File: src/rtl/sfmc_consts.vh
// constants for the serial flash multilane command front end
`ifndef SFMC_CONSTS_VH
`define SFMC_CONSTS_VH

// opcodes
`define SFMC_OP_READ 8'h03
`define SFMC_OP_FREAD 8'h0b
`define SFMC_OP_SECRD 8'h48
`define SFMC_OP_DOUT 8'h3b
`define SFMC_OP_DIO 8'hbb
`define SFMC_OP_DID 8'h92
`define SFMC_OP_QOUT 8'h6b
`define SFMC_OP_QIO 8'heb
`define SFMC_OP_QID 8'h94
`define SFMC_OP_WRAP 8'h77
`define SFMC_OP_RDSR1 8'h05
`define SFMC_OP_RDSR2 8'h35
`define SFMC_OP_RDSR3 8'h15
`define SFMC_OP_WREN 8'h06
`define SFMC_OP_WRDI 8'h04
`define SFMC_OP_VWREN 8'h50
`define SFMC_OP_PP 8'h02
`define SFMC_OP_QPP 8'h32
`define SFMC_OP_SECPP 8'h42
`define SFMC_OP_SE 8'h20
`define SFMC_OP_BE32 8'h52
`define SFMC_OP_BE64 8'hd8
`define SFMC_OP_SECER 8'h44
`define SFMC_OP_CE1 8'hc7
`define SFMC_OP_CE2 8'h60
`define SFMC_OP_WRSR1 8'h01
`define SFMC_OP_WRSR2 8'h31
`define SFMC_OP_WRSR3 8'h11

// lane width codes
`define SFMC_LW1 2'd0
`define SFMC_LW2 2'd1
`define SFMC_LW4 2'd2

// data direction
`define SFMC_DIR_NONE 2'd0
`define SFMC_DIR_OUT 2'd1
`define SFMC_DIR_IN 2'd2

// output data source
`define SFMC_SRC_MEM 2'd0
`define SFMC_SRC_STAT 2'd1
`define SFMC_SRC_ID 2'd2

// phase lengths in bits or clocks
`define SFMC_ADDR_BITS 5'd24
`define SFMC_MODE_BITS 5'd8
`define SFMC_DUM_1LANE 4'd8
`define SFMC_DUM_QIO 4'd4

// security register selection
`define SFMC_SEC_HI 8'h00
`define SFMC_SEC_R1 8'h10
`define SFMC_SEC_R2 8'h20
`define SFMC_SEC_R3 8'h30

// read fill when the buffer runs dry
`define SFMC_FILL 8'hff

`endif

File: src/rtl/sfmc_fifo.v
// read data buffer between array and serial output
`timescale 1ns/10ps
`default_nettype none
module sfmc_fifo #(
   parameter WIDTH = 8,
   parameter DEPTH = 16,
   parameter AW = 4
) (
   // clock and reset
   input wire clk,
   input wire rstn,
   input wire flush,
   // fill side
   input wire [WIDTH-1:0] in_data,
   input wire in_valid,
   output reg in_ready,
   // drain side
   output wire [WIDTH-1:0] out_data,
   output reg out_valid,
   input wire out_ready
);
localparam [31:0] DEPTH_W = DEPTH;
localparam [AW:0] FULL = DEPTH_W[AW:0];
reg [WIDTH-1:0] mem [0:DEPTH-1];
reg [AW-1:0] wp;
reg [AW-1:0] rp;
reg [AW:0] cnt;
wire push = in_valid & in_ready;
wire pop = out_valid & out_ready;
wire [AW:0] next_cnt = cnt + {{AW{1'b0}}, push} - {{AW{1'b0}}, pop};
assign out_data = mem[rp];
always @(posedge clk)
begin
   if (push)
      mem[wp] <= in_data;
end
always @(posedge clk or negedge rstn)
begin
   if (!rstn)
   begin
      wp <= {AW{1'b0}};
      rp <= {AW{1'b0}};
      cnt <= {(AW+1){1'b0}};
      in_ready <= 1'b0;
      out_valid <= 1'b0;
   end
   else if (flush)
   begin
      wp <= {AW{1'b0}};
      rp <= {AW{1'b0}};
      cnt <= {(AW+1){1'b0}};
      in_ready <= 1'b1;
      out_valid <= 1'b0;
   end
   else
   begin
      if (push)
         wp <= wp + 1'b1;
      if (pop)
         rp <= rp + 1'b1;
      cnt <= next_cnt;
      in_ready <= (next_cnt != FULL);
      out_valid <= (next_cnt != {(AW+1){1'b0}});
   end
end
endmodule
`default_nettype wire

File: src/rtl/sfmc_front.v
// instruction front end of a multilane serial flash
`timescale 1ns/10ps
`default_nettype none
`include "sfmc_consts.vh"
module sfmc_front #(
   parameter [7:0] MFR_CODE = 8'h5a,
   parameter [7:0] DEV_CODE = 8'h3c
) (
   // clock and reset
   input wire clk,
   input wire rstn,
   // serial pins
   input wire sck,
   input wire cs_n,
   input wire [3:0] lane_in,
   output reg [3:0] lane_out,
   output reg [3:0] lane_oe,
   // device state
   input wire busy,
   input wire quad_lane_enable,
   input wire op_done,
   input wire [7:0] status_1,
   input wire [7:0] status_2,
   input wire [7:0] status_3,
   // array read path
   output reg rd_active,
   output reg [23:0] rd_addr,
   input wire [7:0] rd_data,
   input wire rd_valid,
   output wire rd_ready,
   // command out
   output reg exec_strobe,
   output reg [7:0] exec_opcode,
   output reg [23:0] exec_addr,
   output reg exec_volatile,
   output reg [1:0] sec_reg_sel,
   // program data
   output reg prog_valid,
   output reg [7:0] prog_data,
   output reg [23:0] prog_addr,
   // flags
   output reg write_latch_flag,
   output reg vol_sr_enable,
   output reg [2:0] wrap_setting_bits,
   output reg [7:0] continuous_mode_byte
);
localparam [2:0] ST_CMD = 3'd0;
localparam [2:0] ST_ADDR = 3'd1;
localparam [2:0] ST_MODE = 3'd2;
localparam [2:0] ST_DUMMY = 3'd3;
localparam [2:0] ST_DOUT = 3'd4;
localparam [2:0] ST_DIN = 3'd5;
localparam [2:0] ST_DONE = 3'd6;

////////////////////////////////////////////////////////////////////////
// pin edges
reg sck_q;
reg cs_q;
wire rise = sck & ~sck_q & ~cs_n;
wire fall = ~sck & sck_q & ~cs_n;
wire cs_up = cs_n & ~cs_q;

reg [2:0] state;
reg [7:0] op;
reg [4:0] cnt;
reg [1:0] cur_w;
reg [23:0] addr;
reg [7:0] din;
reg [7:0] osr;
reg [3:0] ocnt;
reg ign;
reg got_byte;
reg id_sel;
reg [23:0] pbase;
reg [7:0] plow;
reg pop;
wire [7:0] fifo_data;
wire fifo_valid;

////////////////////////////////////////////////////////////////////////
// opcode decode
wire [7:0] op_in = (state == ST_CMD) ? {op[6:0], lane_in[0]} : op;
reg d_ok;
reg [1:0] d_aw;
reg d_addr;
reg d_mode;
reg [3:0] d_dum;
reg [1:0] d_dir;
reg [1:0] d_dw;
reg [1:0] d_src;
reg d_wr;
reg d_wrsr;
reg d_qe;
always @*
begin
   d_ok = 1'b1;
   d_aw = `SFMC_LW1;
   d_addr = 1'b0;
   d_mode = 1'b0;
   d_dum = 4'd0;
   d_dir = `SFMC_DIR_NONE;
   d_dw = `SFMC_LW1;
   d_src = `SFMC_SRC_MEM;
   d_wr = 1'b0;
   d_wrsr = 1'b0;
   d_qe = 1'b0;
   case (op_in)
      `SFMC_OP_READ:
      begin
         d_addr = 1'b1;
         d_dir = `SFMC_DIR_OUT;
      end
      `SFMC_OP_FREAD, `SFMC_OP_SECRD:
      begin
         d_addr = 1'b1;
         d_dum = `SFMC_DUM_1LANE;
         d_dir = `SFMC_DIR_OUT;
      end
      `SFMC_OP_DOUT:
      begin
         d_addr = 1'b1;
         d_dum = `SFMC_DUM_1LANE;
         d_dir = `SFMC_DIR_OUT;
         d_dw = `SFMC_LW2;
      end
      `SFMC_OP_DIO, `SFMC_OP_DID:
      begin
         d_aw = `SFMC_LW2;
         d_addr = 1'b1;
         d_mode = 1'b1;
         d_dir = `SFMC_DIR_OUT;
         d_dw = `SFMC_LW2;
         d_src = (op_in == `SFMC_OP_DID) ? `SFMC_SRC_ID : `SFMC_SRC_MEM;
      end
      `SFMC_OP_QOUT:
      begin
         d_addr = 1'b1;
         d_dum = `SFMC_DUM_1LANE;
         d_dir = `SFMC_DIR_OUT;
         d_dw = `SFMC_LW4;
         d_qe = 1'b1;
      end
      `SFMC_OP_QIO, `SFMC_OP_QID:
      begin
         d_aw = `SFMC_LW4;
         d_addr = 1'b1;
         d_mode = 1'b1;
         d_dum = `SFMC_DUM_QIO;
         d_dir = `SFMC_DIR_OUT;
         d_dw = `SFMC_LW4;
         d_src = (op_in == `SFMC_OP_QID) ? `SFMC_SRC_ID : `SFMC_SRC_MEM;
      end
      `SFMC_OP_WRAP:
      begin
         d_aw = `SFMC_LW4;
         d_addr = 1'b1;
         d_mode = 1'b1;
      end
      `SFMC_OP_RDSR1, `SFMC_OP_RDSR2, `SFMC_OP_RDSR3:
      begin
         d_dir = `SFMC_DIR_OUT;
         d_src = `SFMC_SRC_STAT;
      end
      `SFMC_OP_WREN, `SFMC_OP_WRDI, `SFMC_OP_VWREN:
         d_ok = 1'b1;
      `SFMC_OP_PP, `SFMC_OP_SECPP, `SFMC_OP_QPP:
      begin
         d_addr = 1'b1;
         d_dir = `SFMC_DIR_IN;
         d_dw = (op_in == `SFMC_OP_QPP) ? `SFMC_LW4 : `SFMC_LW1;
         d_wr = 1'b1;
      end
      `SFMC_OP_SE, `SFMC_OP_BE32, `SFMC_OP_BE64, `SFMC_OP_SECER:
      begin
         d_addr = 1'b1;
         d_wr = 1'b1;
      end
      `SFMC_OP_CE1, `SFMC_OP_CE2:
         d_wr = 1'b1;
      `SFMC_OP_WRSR1, `SFMC_OP_WRSR2, `SFMC_OP_WRSR3:
      begin
         d_dir = `SFMC_DIR_IN;
         d_wr = 1'b1;
         d_wrsr = 1'b1;
      end
      default:
         d_ok = 1'b0;
   endcase
end

////////////////////////////////////////////////////////////////////////
// phase sequencing
wire [2:0] after_dum = (d_dir == `SFMC_DIR_OUT) ? ST_DOUT : (d_dir == `SFMC_DIR_IN) ? ST_DIN : ST_DONE;
wire [2:0] after_mode = (d_dum != 4'd0) ? ST_DUMMY : after_dum;
wire [2:0] after_addr = d_mode ? ST_MODE : after_mode;
wire [2:0] after_cmd = d_addr ? ST_ADDR : after_addr;
wire [4:0] step = 5'd1 << cur_w;
wire [3:0] step4 = 4'd1 << cur_w;
wire [4:0] nb = cnt + step;
wire stat_cmd = (d_src == `SFMC_SRC_STAT) && (d_dir == `SFMC_DIR_OUT);

function [1:0] width_of;
   input [2:0] s;
   input [1:0] aw;
   input [1:0] dw;
   begin
      width_of = (s == ST_DOUT || s == ST_DIN) ? dw : aw;
   end
endfunction

// msb first shifting, lane 0 is the serial input pin
reg [23:0] addr_sh;
reg [7:0] mode_sh;
reg [7:0] din_sh;
always @*
begin
   case (cur_w)
      `SFMC_LW1:
      begin
         addr_sh = {addr[22:0], lane_in[0]};
         mode_sh = {continuous_mode_byte[6:0], lane_in[0]};
         din_sh = {din[6:0], lane_in[0]};
      end
      `SFMC_LW2:
      begin
         addr_sh = {addr[21:0], lane_in[1:0]};
         mode_sh = {continuous_mode_byte[5:0], lane_in[1:0]};
         din_sh = {din[5:0], lane_in[1:0]};
      end
      default:
      begin
         addr_sh = {addr[19:0], lane_in};
         mode_sh = {continuous_mode_byte[3:0], lane_in};
         din_sh = {din[3:0], lane_in};
      end
   endcase
end

////////////////////////////////////////////////////////////////////////
// output byte source
reg [7:0] nxt_byte;
always @*
begin
   case (d_src)
      `SFMC_SRC_STAT:
         nxt_byte = (op == `SFMC_OP_RDSR2) ? status_2 : (op == `SFMC_OP_RDSR3) ? status_3 : status_1;
      `SFMC_SRC_ID:
         nxt_byte = id_sel ? DEV_CODE : MFR_CODE;
      default:
         nxt_byte = fifo_valid ? fifo_data : `SFMC_FILL;
   endcase
end
wire [7:0] vout = (ocnt == 4'd0) ? nxt_byte : osr;

wire wr_end_ok = (state == ST_DONE || state == ST_DIN) && (d_dir != `SFMC_DIR_IN || got_byte);
wire [7:0] addr_hi = addr[23:16];
wire [1:0] sec_sel = (addr_hi != `SFMC_SEC_HI) ? 2'd0 :
   (addr[15:8] == `SFMC_SEC_R1) ? 2'd1 : (addr[15:8] == `SFMC_SEC_R2) ? 2'd2 :
   (addr[15:8] == `SFMC_SEC_R3) ? 2'd3 : 2'd0;

////////////////////////////////////////////////////////////////////////
// main sequencer
always @(posedge clk or negedge rstn)
begin
   if (!rstn)
   begin
      sck_q <= 1'b0;
      cs_q <= 1'b1;
      state <= ST_CMD;
      op <= 8'h00;
      cnt <= 5'd0;
      cur_w <= `SFMC_LW1;
      addr <= 24'h000000;
      din <= 8'h00;
      osr <= 8'h00;
      ocnt <= 4'd0;
      ign <= 1'b0;
      got_byte <= 1'b0;
      id_sel <= 1'b0;
      pbase <= 24'h000000;
      plow <= 8'h00;
      pop <= 1'b0;
      lane_out <= 4'h0;
      lane_oe <= 4'h0;
      rd_active <= 1'b0;
      rd_addr <= 24'h000000;
      exec_strobe <= 1'b0;
      exec_opcode <= 8'h00;
      exec_addr <= 24'h000000;
      exec_volatile <= 1'b0;
      sec_reg_sel <= 2'd0;
      prog_valid <= 1'b0;
      prog_data <= 8'h00;
      prog_addr <= 24'h000000;
      write_latch_flag <= 1'b0;
      vol_sr_enable <= 1'b0;
      wrap_setting_bits <= 3'h0;
      continuous_mode_byte <= 8'h00;
   end
   else
   begin
      sck_q <= sck;
      cs_q <= cs_n;
      exec_strobe <= 1'b0;
      prog_valid <= 1'b0;
      pop <= 1'b0;
      if (op_done)
         write_latch_flag <= 1'b0;
      if (cs_n)
      begin
         state <= ST_CMD;
         cnt <= 5'd0;
         cur_w <= `SFMC_LW1;
         ocnt <= 4'd0;
         ign <= 1'b0;
         got_byte <= 1'b0;
         id_sel <= 1'b0;
         lane_oe <= 4'h0;
         rd_active <= 1'b0;
      end
      // end of frame, whole bytes only
      if (cs_up && !ign && state != ST_CMD && cnt[2:0] == 3'b000)
      begin
         case (op)
            `SFMC_OP_WREN:
               write_latch_flag <= 1'b1;
            `SFMC_OP_WRDI:
               write_latch_flag <= 1'b0;
            `SFMC_OP_VWREN:
               vol_sr_enable <= 1'b1;
            `SFMC_OP_WRAP:
               if (state == ST_DONE)
                  wrap_setting_bits <= continuous_mode_byte[6:4];
            default:
               if (d_wr && wr_end_ok && (write_latch_flag || (d_wrsr && vol_sr_enable)))
               begin
                  exec_strobe <= 1'b1;
                  exec_opcode <= op;
                  exec_addr <= addr;
                  exec_volatile <= d_wrsr & ~write_latch_flag;
                  sec_reg_sel <= sec_sel;
                  if (d_wrsr)
                     vol_sr_enable <= 1'b0;
               end
         endcase
      end
      if (rise)
      begin
         case (state)
            ST_CMD:
            begin
               op <= op_in;
               cnt <= nb;
               if (cnt == 5'd7)
               begin
                  cnt <= 5'd0;
                  if (!d_ok || (busy && !stat_cmd) || (d_qe && !quad_lane_enable))
                  begin
                     ign <= 1'b1;
                     state <= ST_DONE;
                  end
                  else
                  begin
                     state <= after_cmd;
                     cur_w <= width_of(after_cmd, d_aw, d_dw);
                  end
               end
            end
            ST_ADDR:
            begin
               addr <= addr_sh;
               cnt <= nb;
               if (nb == `SFMC_ADDR_BITS)
               begin
                  cnt <= 5'd0;
                  state <= after_addr;
                  cur_w <= width_of(after_addr, d_aw, d_dw);
                  rd_active <= (d_dir == `SFMC_DIR_OUT) && (d_src == `SFMC_SRC_MEM);
                  rd_addr <= addr_sh;
                  pbase <= addr_sh;
                  plow <= addr_sh[7:0];
               end
            end
            ST_MODE:
            begin
               continuous_mode_byte <= mode_sh;
               cnt <= nb;
               if (nb == `SFMC_MODE_BITS)
               begin
                  cnt <= 5'd0;
                  state <= after_mode;
                  cur_w <= width_of(after_mode, d_aw, d_dw);
               end
            end
            ST_DUMMY:
            begin
               cnt <= cnt + 5'd1;
               if (cnt + 5'd1 == {1'b0, d_dum})
               begin
                  cnt <= 5'd0;
                  state <= after_dum;
                  cur_w <= width_of(after_dum, d_aw, d_dw);
               end
            end
            ST_DIN:
            begin
               din <= din_sh;
               cnt <= {2'b00, nb[2:0]};
               if (nb[2:0] == 3'b000)
               begin
                  prog_valid <= 1'b1;
                  prog_data <= din_sh;
                  prog_addr <= {pbase[23:8], plow};
                  plow <= plow + 8'h01;
                  got_byte <= 1'b1;
               end
            end
            ST_DONE:
               cnt <= {2'b00, nb[2:0]};
            default:
               cnt <= cnt;
         endcase
      end
      // drive on falling edges, only in the output phase
      if (fall && state == ST_DOUT)
      begin
         case (cur_w)
            `SFMC_LW1:
            begin
               lane_out <= {2'b00, vout[7], 1'b0};
               lane_oe <= 4'b0010;
            end
            `SFMC_LW2:
            begin
               lane_out <= {2'b00, vout[7:6]};
               lane_oe <= 4'b0011;
            end
            default:
            begin
               lane_out <= vout[7:4];
               lane_oe <= 4'b1111;
            end
         endcase
         osr <= vout << step;
         if (ocnt == 4'd0)
         begin
            ocnt <= 4'd8 - step4;
            id_sel <= ~id_sel;
            pop <= (d_src == `SFMC_SRC_MEM) & fifo_valid;
         end
         else
            ocnt <= ocnt - step4;
      end
   end
end

////////////////////////////////////////////////////////////////////////
// read buffer
sfmc_fifo #(
   .WIDTH(8),
   .DEPTH(16),
   .AW(4)
) u_fifo (
   .clk(clk),
   .rstn(rstn),
   .flush(cs_n),
   .in_data(rd_data),
   .in_valid(rd_valid),
   .in_ready(rd_ready),
   .out_data(fifo_data),
   .out_valid(fifo_valid),
   .out_ready(pop)
);
endmodule
`default_nettype wire

File: config.mk
export PLATFORM = sky130hd
export DESIGN_NAME = sfmc_front
export DESIGN_NICKNAME = d
export VERILOG_FILES = /design/src/rtl/sfmc_fifo.v /design/src/rtl/sfmc_front.v
export VERILOG_INCLUDE_DIRS = /design/src /design/src/rtl
export SDC_FILE = /design/constraint.sdc
export NUM_CORES = 1
export LEC_CHECK = 0
export ABC_AREA = 0
export BUFFER_PORTS_ARGS = -buffer_cell sky130_fd_sc_hd__buf_2
export CORE_UTILIZATION = 55
export CTS_BUF_LIST = sky130_fd_sc_hd__clkbuf_4 sky130_fd_sc_hd__clkbuf_8 sky130_fd_sc_hd__clkbuf_16
export DETAILED_ROUTE_END_ITERATION = 6
export PLACE_DENSITY = 0.86
export SLEW_MARGIN = 20
export SYNTH_ARGS = -nofsm -noshare
export SYNTH_HDL_FRONTEND = slang
export SYNTH_SLANG_ARGS = --single-unit
File: constraint.sdc
create_clock -name clk -period 8.2 [get_ports clk]
set_input_delay 2.46 -clock clk [delete_from_list [all_inputs] [get_ports clk]]
set_output_delay 2.46 -clock clk [all_outputs]
set_load 0.03 [all_outputs]
Word level (Yosys, flattened, before mapping)

Memory sizes are Yosys's and may differ from the RTL's.
Cells that the tools add are included.

Flip-flop bits (word level): 205
Bits in writable memories: 128
Input port bits: 44
Output and inout port bits: 116
Logic and storage cells: 310
Memories: 1

Add/subtract/negate cells: 9
Equal/unequal tests: 65
Shifts and indexed selects: 3
Muxes and demuxes: 108
Bitwise operators: 17
Reductions and logical operators: 71

Memories:

| memory     | depth | width | read ports | clocked after memory_dff | write ports | RTL line       | RTL |
|---|---|---|---|---|---|---|---|
| u_fifo.mem | 16    | 8     | 1          | 0                        | 1           | sfmc_fifo.v:24 | `reg [WIDTH-1:0] mem [0:DEPTH-1];` |

Operators with widths:

| operator             | count |
|---|---|
| $eq A8 B7 Y1 const B | 10 |
| $eq A8 B6 Y1 const B | 8 |
| $pmux W8 S2          | 4 |
| $mux W8              | 7 |
| $eq A8 B8 Y1 const B | 6 |
| $pmux W24 S2         | 1 |
| $eq A8 B3 Y1 const B | 5 |
| $mux W2              | 20 |
| $mux W1              | 38 |
| $mux W5              | 7 |
| $eq A3 B3 Y1 const B | 11 |
| $eq A8 B5 Y1 const B | 4 |
| $mux W4              | 8 |
| $mux W3              | 10 |
| $reduce_or A28 Y1    | 1 |
| $pmux W5 S5          | 1 |
| $pmux W4 S2          | 3 |
| $reduce_or A12 Y1    | 2 |
| $reduce_or A3 Y1     | 7 |
| $reduce_or A17 Y1    | 1 |
| $eq A8 B2 Y1 const B | 2 |
| $reduce_bool A2 Y1   | 7 |
| $logic_and A1 B1 Y1  | 12 |
| $pmux W2 S3          | 2 |
| 48 further kinds     | 96 |

Longest topological paths before layout

Gate-level depths: netlist of run 1.

Depth after elaboration: 18
Depth in mapped cells: 17
Depth with buffers taken out: 15

Hierarchy

A second synthesis of run 1 with hierarchy kept.

Cell total of the unflattened synthesis: 1478
Area, all modules: 16594.7 um^2

Modules (own cells, without submodules):

| module     | instances | cells each | area each (um^2) | sequential area each (um^2) |
|---|---|---|---|---|
| sfmc_front | 1         | 1182       | 10760.3          | 4730.8 |
| sfmc_fifo  | 1         | 296        | 5834.3           | 4219.0 |

Worst setup path after synthesis of run 1

No wires, ideal clock.

Path type: in2reg
From: input lane_in[0]
To: register exec_addr[10]
Data arrival time: 4.974 ns
Data required time: 8.072 ns
Path slack: 3.098 ns
Cell stages on the path: 13
Buffers on the path: 1
Cell sequence: nor4b_1 > a211oi_1 > a32oi_4 > o21ai_4 > nor4_1 > and2_1 > ha_1 > a21oi_1 > nand4_1 > nor3b_1 > o31ai_4 > buf_4 > mux2_1

Word-level cells in the longest chain between the ends: 10

Ends and longest elaborated chain:

| what                                                                   | RTL line         | RTL |
|---|---|---|
| start: declaration                                                     | sfmc_front.v:15  | `input wire [3:0] lane_in,` |
| $mux W8 (*)                                                            | sfmc_front.v:82  | `wire [7:0] op_in = (state == ST_CMD) ? {op[6:0], lane_in[0]} : op;` |
| $eq A8 B8 Y1, or another cell as far along                             | sfmc_front.v:107 | `case (op_in)` |
| $reduce_or A12 Y1 (no line) / $reduce_or A6 Y1 (equally long branches) | -                |  |
| $pmux W2 S2                                                            | sfmc_front.v:107 |  |
| $ne A2 B2 Y1 (no line)                                                 | -                |  |
| $logic_or A1 B1 Y1                                                     | sfmc_front.v:255 | `` wire wr_end_ok = (state == ST_DONE \|\| state == ST_DIN) && (d_dir != `SFMC_DIR_IN \|\| got_byte); `` |
| $logic_and A1 B1 Y1                                                    | sfmc_front.v:255 |  |
| $logic_and A1 B1 Y1                                                    | sfmc_front.v:335 | `if (d_wr && wr_end_ok && (write_latch_flag \|\| (d_wrsr && vol_sr_enable)))` |
| $logic_and A1 B1 Y1 (*)                                                | sfmc_front.v:335 |  |
| $reduce_and A3 Y1 (no line) (*)                                        | -                |  |
| end signal: assignment                                                 | sfmc_front.v:339 | `exec_addr <= addr;` |
| end: declaration                                                       | sfmc_front.v:34  | `output reg [23:0] exec_addr,` |

Every way passes the cells marked *; elsewhere a longest branch is shown, timed or not.
A chain may end at the register's enable or synchronous reset.

Worst setup path in the final report of run 1

From: input lane_in[0]
To: register exec_addr[21]

Same word-level chain as after synthesis.

==> results of run 1 <==
## sequential cells by signal, summed over array words and instances, names as in the netlist, 3 cells and up
register,count
u_fifo.mem,128
addr,24
exec_addr,24
pbase,24
prog_addr,24
continuous_mode_byte,8
exec_opcode,8
op,8
osr,8
plow,8
prog_data,8
din,7
cnt,5
u_fifo.cnt,5
lane_out,4
ocnt,4
u_fifo.rp,4
u_fifo.wp,4
lane_oe,3
state,3
wrap_setting_bits,3
## worst max-delay path, cell delays in order
cell	delay, ns
buf_2	0.31
nor4b_1	0.48
a21o_1	0.18
a32oi_4	0.14
o21ai_4	0.30
nor4_1	0.09
and2_1	0.21
ha_1	0.19
a21oi_1	0.14
nand4_1	0.14
nor3b_1	0.40
o31ai_4	0.12
buf_4	0.29
mux2_1	0.39
## cells by family (layout without fill, tap and decap cells)
group	after synthesis	count (layout)	synth area share, %
mux	153	153	13.1
xor+xnor	18	18	0.971
compound gates	298	298	11.6
buf+inv	128	275	3.21
fa+ha+maj	29	29	2.37
flops	332	332	55.1
simple gates	452	452	13.6
## area by class of cell
class | count | area share (%)
Clock buffer | 49 | 5.59
Sequential cell | 332 | 48.6
Clock inverter | 14 | 0.754
Inverter | 41 | 0.835
Tap cell | 384 | 2.61
Multi-Input combinational cell | 950 | 36.7
Timing Repair Buffer | 171 | 4.87
## final timing paths
kind	end	slack [ns]	depth (start not counted)
setup / recovery	exec_addr[21]	2.75	14
hold / removal	prog_addr[11]	0.47	2
setup reg to reg	exec_addr[21]	3.44	13
hold reg to reg	prog_addr[11]	0.47	2
max in group asynchronous	addr[5]	5.12	2
min in group asynchronous	op[6]	1.90	1
## per-stage QoR
step                hold WS [ns]  power (mW)  cells  instance area [um2]
floorplan                  0.449        2.25   1410                16200
global placement           0.452        2.40   1878                17300
detailed placement         0.457        2.42   1878                17300
CTS                        0.472        4.00   1941                18400
global route               0.484        4.13   1941                18400
finish                     0.467        3.99   1941                18400
## metal layers
metal | vias to the layer above | share of wire, %
met2 | 588 | 50
met5 | - | 0
met3 | 133 | 6.4
li1 | 5392 | -
met1 | 5978 | 39
met4 | 0 | 4.2
## power by group through the flow
| stage | Sequential, mW | Combinational, mW | Clock (mW) |
|---|---|---|---|
| 4_1_cts | 1.88 | 0.519 | 1.60 |
| 5_1_grt | 1.89 | 0.579 | 1.65 |
| 3_3_place_gp | 1.91 | 0.498 | 0 |
| 6_report | 1.89 | 0.522 | 1.58 |
| 3_5_place_dp | 1.91 | 0.510 | 0 |
| 2_1_floorplan | 1.84 | 0.414 | 0 |
## synthesized netlist by cell type, types with 19 or more instances
master	n	area (um2)
clkbuf_1	64	240
inv_1	40	150
ha_1	26	325
a21oi_1	71	355
mux2_2	35	394
mux2_1	29	327
nand2_1	197	739
nor3_1	19	95.1
mux2i_1	48	480
and2_1	19	119
nor2_1	85	319
mux4_2	40	901
edfxtp_1	128	3840
dfrtp_1	203	5080
o21ai_0	115	576
==> flow_summary.toml, run 1 <==
[sta]
worst_pin_slew_ns = 0.975
fmax_ghz = 0.184
period_needed_ns = 5.45
setup_slack_ns = 2.75
rsz0062_at_grt = "no"
timing_max_transition_violations_final = 0
timing.final.hold_violations = 0
finClkSkew_ns = 0.0177
tns_ns = 0
max_slew_margin_pct = 34.6
fin_crit_sh_pct = 66.4
setup_viol = 0

[die]
core_region_area_um2 = 28900
dieHeight_um = 174
start_util_pct = 56.2
dieArea_um2 = 30200
io_pins = 160
die_w_um = 174
fp-row-count = 62

[cells_and_area]
nets = 1604
multiInputGateArea_um2 = 6770
mostFrequentLayoutCell = "dfrtp_1"
drive_above_1_share_pct = 21.3
final_cell_mix = "dfrtp_1 (199), nand2_1 (197), buf_2 (158)"
seqCellArea_um2 = 8950
antenna_cells = 0
final_core_util_pct = 63.9
nFillCells = 2138
syn_to_final_growth_pct = 13.5

[synth]
syn-num-nets = 1483
synthCells = 1410
yosysWarnings = 0
synthArstFlopShare_pct = 61.4
ys_ff_latch = 332
ys_seq_area_share_pct = 55.1
synth_ff_type = "dfrtp_1"
synth_cell_types = 84
avgSynthCellArea_um2 = 11.5
synth_edf_count = 128
synth_area_um2 = 16200

[global_route]
grt_use_total_pct = 27.8
gr-usage-met3_pct = 3.93
grt.overflow.total = 0
top_usage_layer = "met2"
grt_pass1_vias = 12000
use_met2_pct = 47.2
antenna_found_initial = 0
grt_pass1_wl_mm = 65.7
grt_max_degree = 91
grt_util_met1_pct = 35.3

[route]
vias = 12100
antenna_left = 0
drt_iter0_drc = 1241
drc = 0
first_pass_iters = 5
viasPerCell = 6.23
drt-total-wl_mm = 41.6
wl_per_cell_um = 21.4

[worst_setup_path]
crit_start = "lane_in[0]"
crit_fanout = 36
start_kind = "primary input"
reg2reg_from = "state[1]"
crit_type = "primary input to flop"
required_ns = 8.60
crit_arrival_ns = 5.85
endpoint_kind = "flop"

[clock_tree]
cts_buffers = 35
h-tree-depth = 2
post_cts_resized = 0
cts_tree = "yes"
holdBufCountCts = 0
clkTransAtPathRegs_ns = 0.06
cts_sinks = 332
clk_latency_ns = 0.53
cts_buffer_depth = 3
cts-root-buf = "clkbuf_16"
postCtsSetupBuffers = 0

[power]
p_per_area_nw_per_um2 = 216
seqPwrFrac_pct = 47.3
p_comb_share_pct = 13.1
ir_drop_mv = 0.202
leakage_nw = 7.99
internal_power_mw = 2.92
sw_frac_of_total_pct = 26.9
p_clk_share_pct = 39.6
switchingPower_mw = 1.07

[placement]
io_buffer_count = 159
place_congestion = 0.950
post-dp-hpwl_mm = 28.2
place_ws_ns = 2.22

[hold_path]
hold_path_class = "flop to flop"
hold_start = "prog_addr[11]"

[job]
drv_cap = 0

[status]
status = "complete, no violations"
No activity file was read; power rests on OpenSTA's default activity.
==> run 2: changes to the inputs <==
--- a/config.mk
+++ b/config.mk
@@ -8,10 +8,10 @@
 export LEC_CHECK = 0
 export ABC_AREA = 0
 export BUFFER_PORTS_ARGS = -buffer_cell sky130_fd_sc_hd__buf_2
-export CORE_UTILIZATION = 55
+export CORE_UTILIZATION = 54
 export CTS_BUF_LIST = sky130_fd_sc_hd__clkbuf_4 sky130_fd_sc_hd__clkbuf_8 sky130_fd_sc_hd__clkbuf_16
 export DETAILED_ROUTE_END_ITERATION = 6
-export PLACE_DENSITY = 0.86
+export PLACE_DENSITY = 0.88
 export SLEW_MARGIN = 20
 export SYNTH_ARGS = -nofsm -noshare
 export SYNTH_HDL_FRONTEND = slang
==> constraint.sdc (replaced) <==
create_clock -name clk -period 4.79 [get_ports clk]
set_input_delay 1.437 -clock clk [delete_from_list [all_inputs] [get_ports clk]]
set_output_delay 1.437 -clock clk [all_outputs]
set_load 0.03 [all_outputs]
==> run 2 against run 1 <==
Setup slack worse by 2.0 ns; worst hold slack improved by 0.0029 ns; largest power group unchanged; final cell count up 0.82%; register-to-register slack got worse by 2.7 ns; sequential share of layout area shrank 0.14 points; largest cell class unchanged; sequential cell count unchanged; clock-buffer cell count fell by 2.
==> flow_summary.toml, run 2 (synthesis gave the netlist of run 1 again) <==
[status]
status = "complete, no violations"

[sta]
fmax_ghz = 0.248
setup_slack_ns = 0.756
setup_viol = 0
fin_crit_sh_pct = 84.2
max_slew_margin_pct = 40.9
period_needed_ns = 4.03
rsz0062_at_grt = "no"
timing_max_transition_violations_final = 0
finClkSkew_ns = 0.0242
timing.final.hold_violations = 0
tns_ns = 0
worst_pin_slew_ns = 0.886

[cells_and_area]
final_cell_mix = "dfrtp_1 (199), nand2_1 (197), buf_2 (158)"
largest_reg_flops = 128
final_core_util_pct = 62.4
regMostFlops = "u_fifo.mem"
nets = 1615
mostFrequentLayoutCell = "dfrtp_1"
antenna_cells = 0
syn_to_final_growth_pct = 13.9
drive_above_1_share_pct = 21.8
final_area_um2 = 18500

[worst_setup_path]
crit_type = "flop to flop"
slowest_delay_ns = 0.56
required_ns = 5.18
slowest_stage = "nor3_1"
crit_fanout = 36
endpoint_kind = "flop"
reg2reg_depth = 14
crit_arrival_ns = 4.42
crit_top_cell = "buf_4"
reg2reg_from = "state[0]"
timing.rr.end = "exec_addr[21]"
crit_chain = "buf_4 > o31a_1 > nor3_1 > a32oi_4 > o21ai_4 > nor4_1 > and2_1 > ha_1 > a21oi_1 > nand4_1 > nor3b_1 > o31ai_4 > buf_4 > mux2_1"
r2r_setup_slack_ns = 0.76
start_kind = "flop"

[power]
power.total_mw = 6.79
internal_power_mw = 4.97
p_per_area_nw_per_um2 = 368
leakage_nw = 8.03
p_comb_share_pct = 13.7
ir_drop_mv = 0.325
sw_frac_of_total_pct = 26.9
p_clk_share_pct = 39.1
switchingPower_mw = 1.83
seqPwrFrac_pct = 47.2

[hold_path]
min_to = "prog_addr[19]"
worstHoldPathCells = 2
hold_start = "prog_addr[19]"
hold_path_class = "flop to flop"

[route]
first_pass_iters = 5
highest_layer = "met4"
drc = 0
wl_met3_mm = 2.53
wl_met1_mm = 16.6
viasPerCell = 6.17
wl_met2_mm = 20.7
antenna_left = 0
wl_per_cell_um = 21.0
drt_iter0_drc = 1393
vias = 12100
drt-total-wl_mm = 41.1

[clock_tree]
h-tree-depth = 2
clk_latency_ns = 0.53
holdBufCountCts = 0
cts_sinks = 332
clkTransAtPathRegs_ns = 0.06
cts_buffers = 34
postCtsSetupBuffers = 0
cts-root-buf = "clkbuf_16"
cts_tree = "yes"
post_cts_resized = 0
cts_buffer_depth = 3

[die]
fp-row-count = 63
core_region_area_um2 = 29600
dieHeight_um = 175
dieArea_um2 = 30800
io_pins = 160
die_w_um = 175
start_util_pct = 54.8

[placement]
place_area_um2 = 17400
place_ws_ns = 0.259
post-dp-hpwl_mm = 28.1
io_buffer_count = 159
place_congestion = 0.952

[global_route]
antenna_found_initial = 0
grt_max_degree = 110
grt_use_total_pct = 26.9
grt_pass1_wl_mm = 64.7
grt_pass1_vias = 11900
grt.overflow.total = 0

[job]
drv_cap = 0
[run 2: cell type report]
class,instances,area (um2)
Timing Repair Buffer,183,997
Sequential cell,332,8950
Fill cell,2199,11200
Multi-Input combinational cell,950,6770
Clock buffer,47,972
Tap cell,390,488
Inverter,41,154
Clock inverter,14,150
[run 2: per-layer routing]
layer	up-vias	GRT usage, %
met5	-	0
met4	0	9.93
li1	5417	-
met2	528	45.6
met1	6024	35.1
met3	113	3.96
[run 2: metrics by stage]
stage / hold slack, ns / std cells
3_5_place_dp: 0.457 / 1896
3_3_place_gp: 0.452 / 1896
4_1_cts: 0.471 / 1957
6_report: 0.470 / 1957
5_1_grt: 0.499 / 1957
2_1_floorplan: 0.449 / 1410
[run 2: power groups by stage]
stage | Combinational, mW | Clock [mW] | Sequential (mW)
6_report | 0.931 | 2.65 | 3.21
4_1_cts | 0.921 | 2.69 | 3.20
5_1_grt | 1.03 | 2.79 | 3.22
3_5_place_dp | 0.911 | 0 | 3.26
3_3_place_gp | 0.887 | 0 | 3.25
2_1_floorplan | 0.708 | 0 | 3.15
[run 2: worst max path at each step]
stage,startpoint,endpoint,slack (ns),cells past startpoint
final,state[0],exec_addr[21],0.76,14
after global routing,lane_in[0],exec_addr[4],0.47,14
after CTS,lane_in[0],exec_addr[21],0.78,14
after detailed placement,lane_in[0],sec_reg_sel[0],0.26,14
after global placement,lane_in[0],exec_addr[4],0.30,14
after floorplan,cur_w[0],plow[0],0.65,14
[run 2: worst max-delay path, delay by kind of cell, from the launching register on]
family | cells | cell delay [ns]
compound gates | 5 | 1.12
fa+ha+maj | 1 | 0.19
buf+inv | 2 | 0.52
flops | 1 | 0.38
mux | 1 | 0.38
simple gates | 5 | 1.32
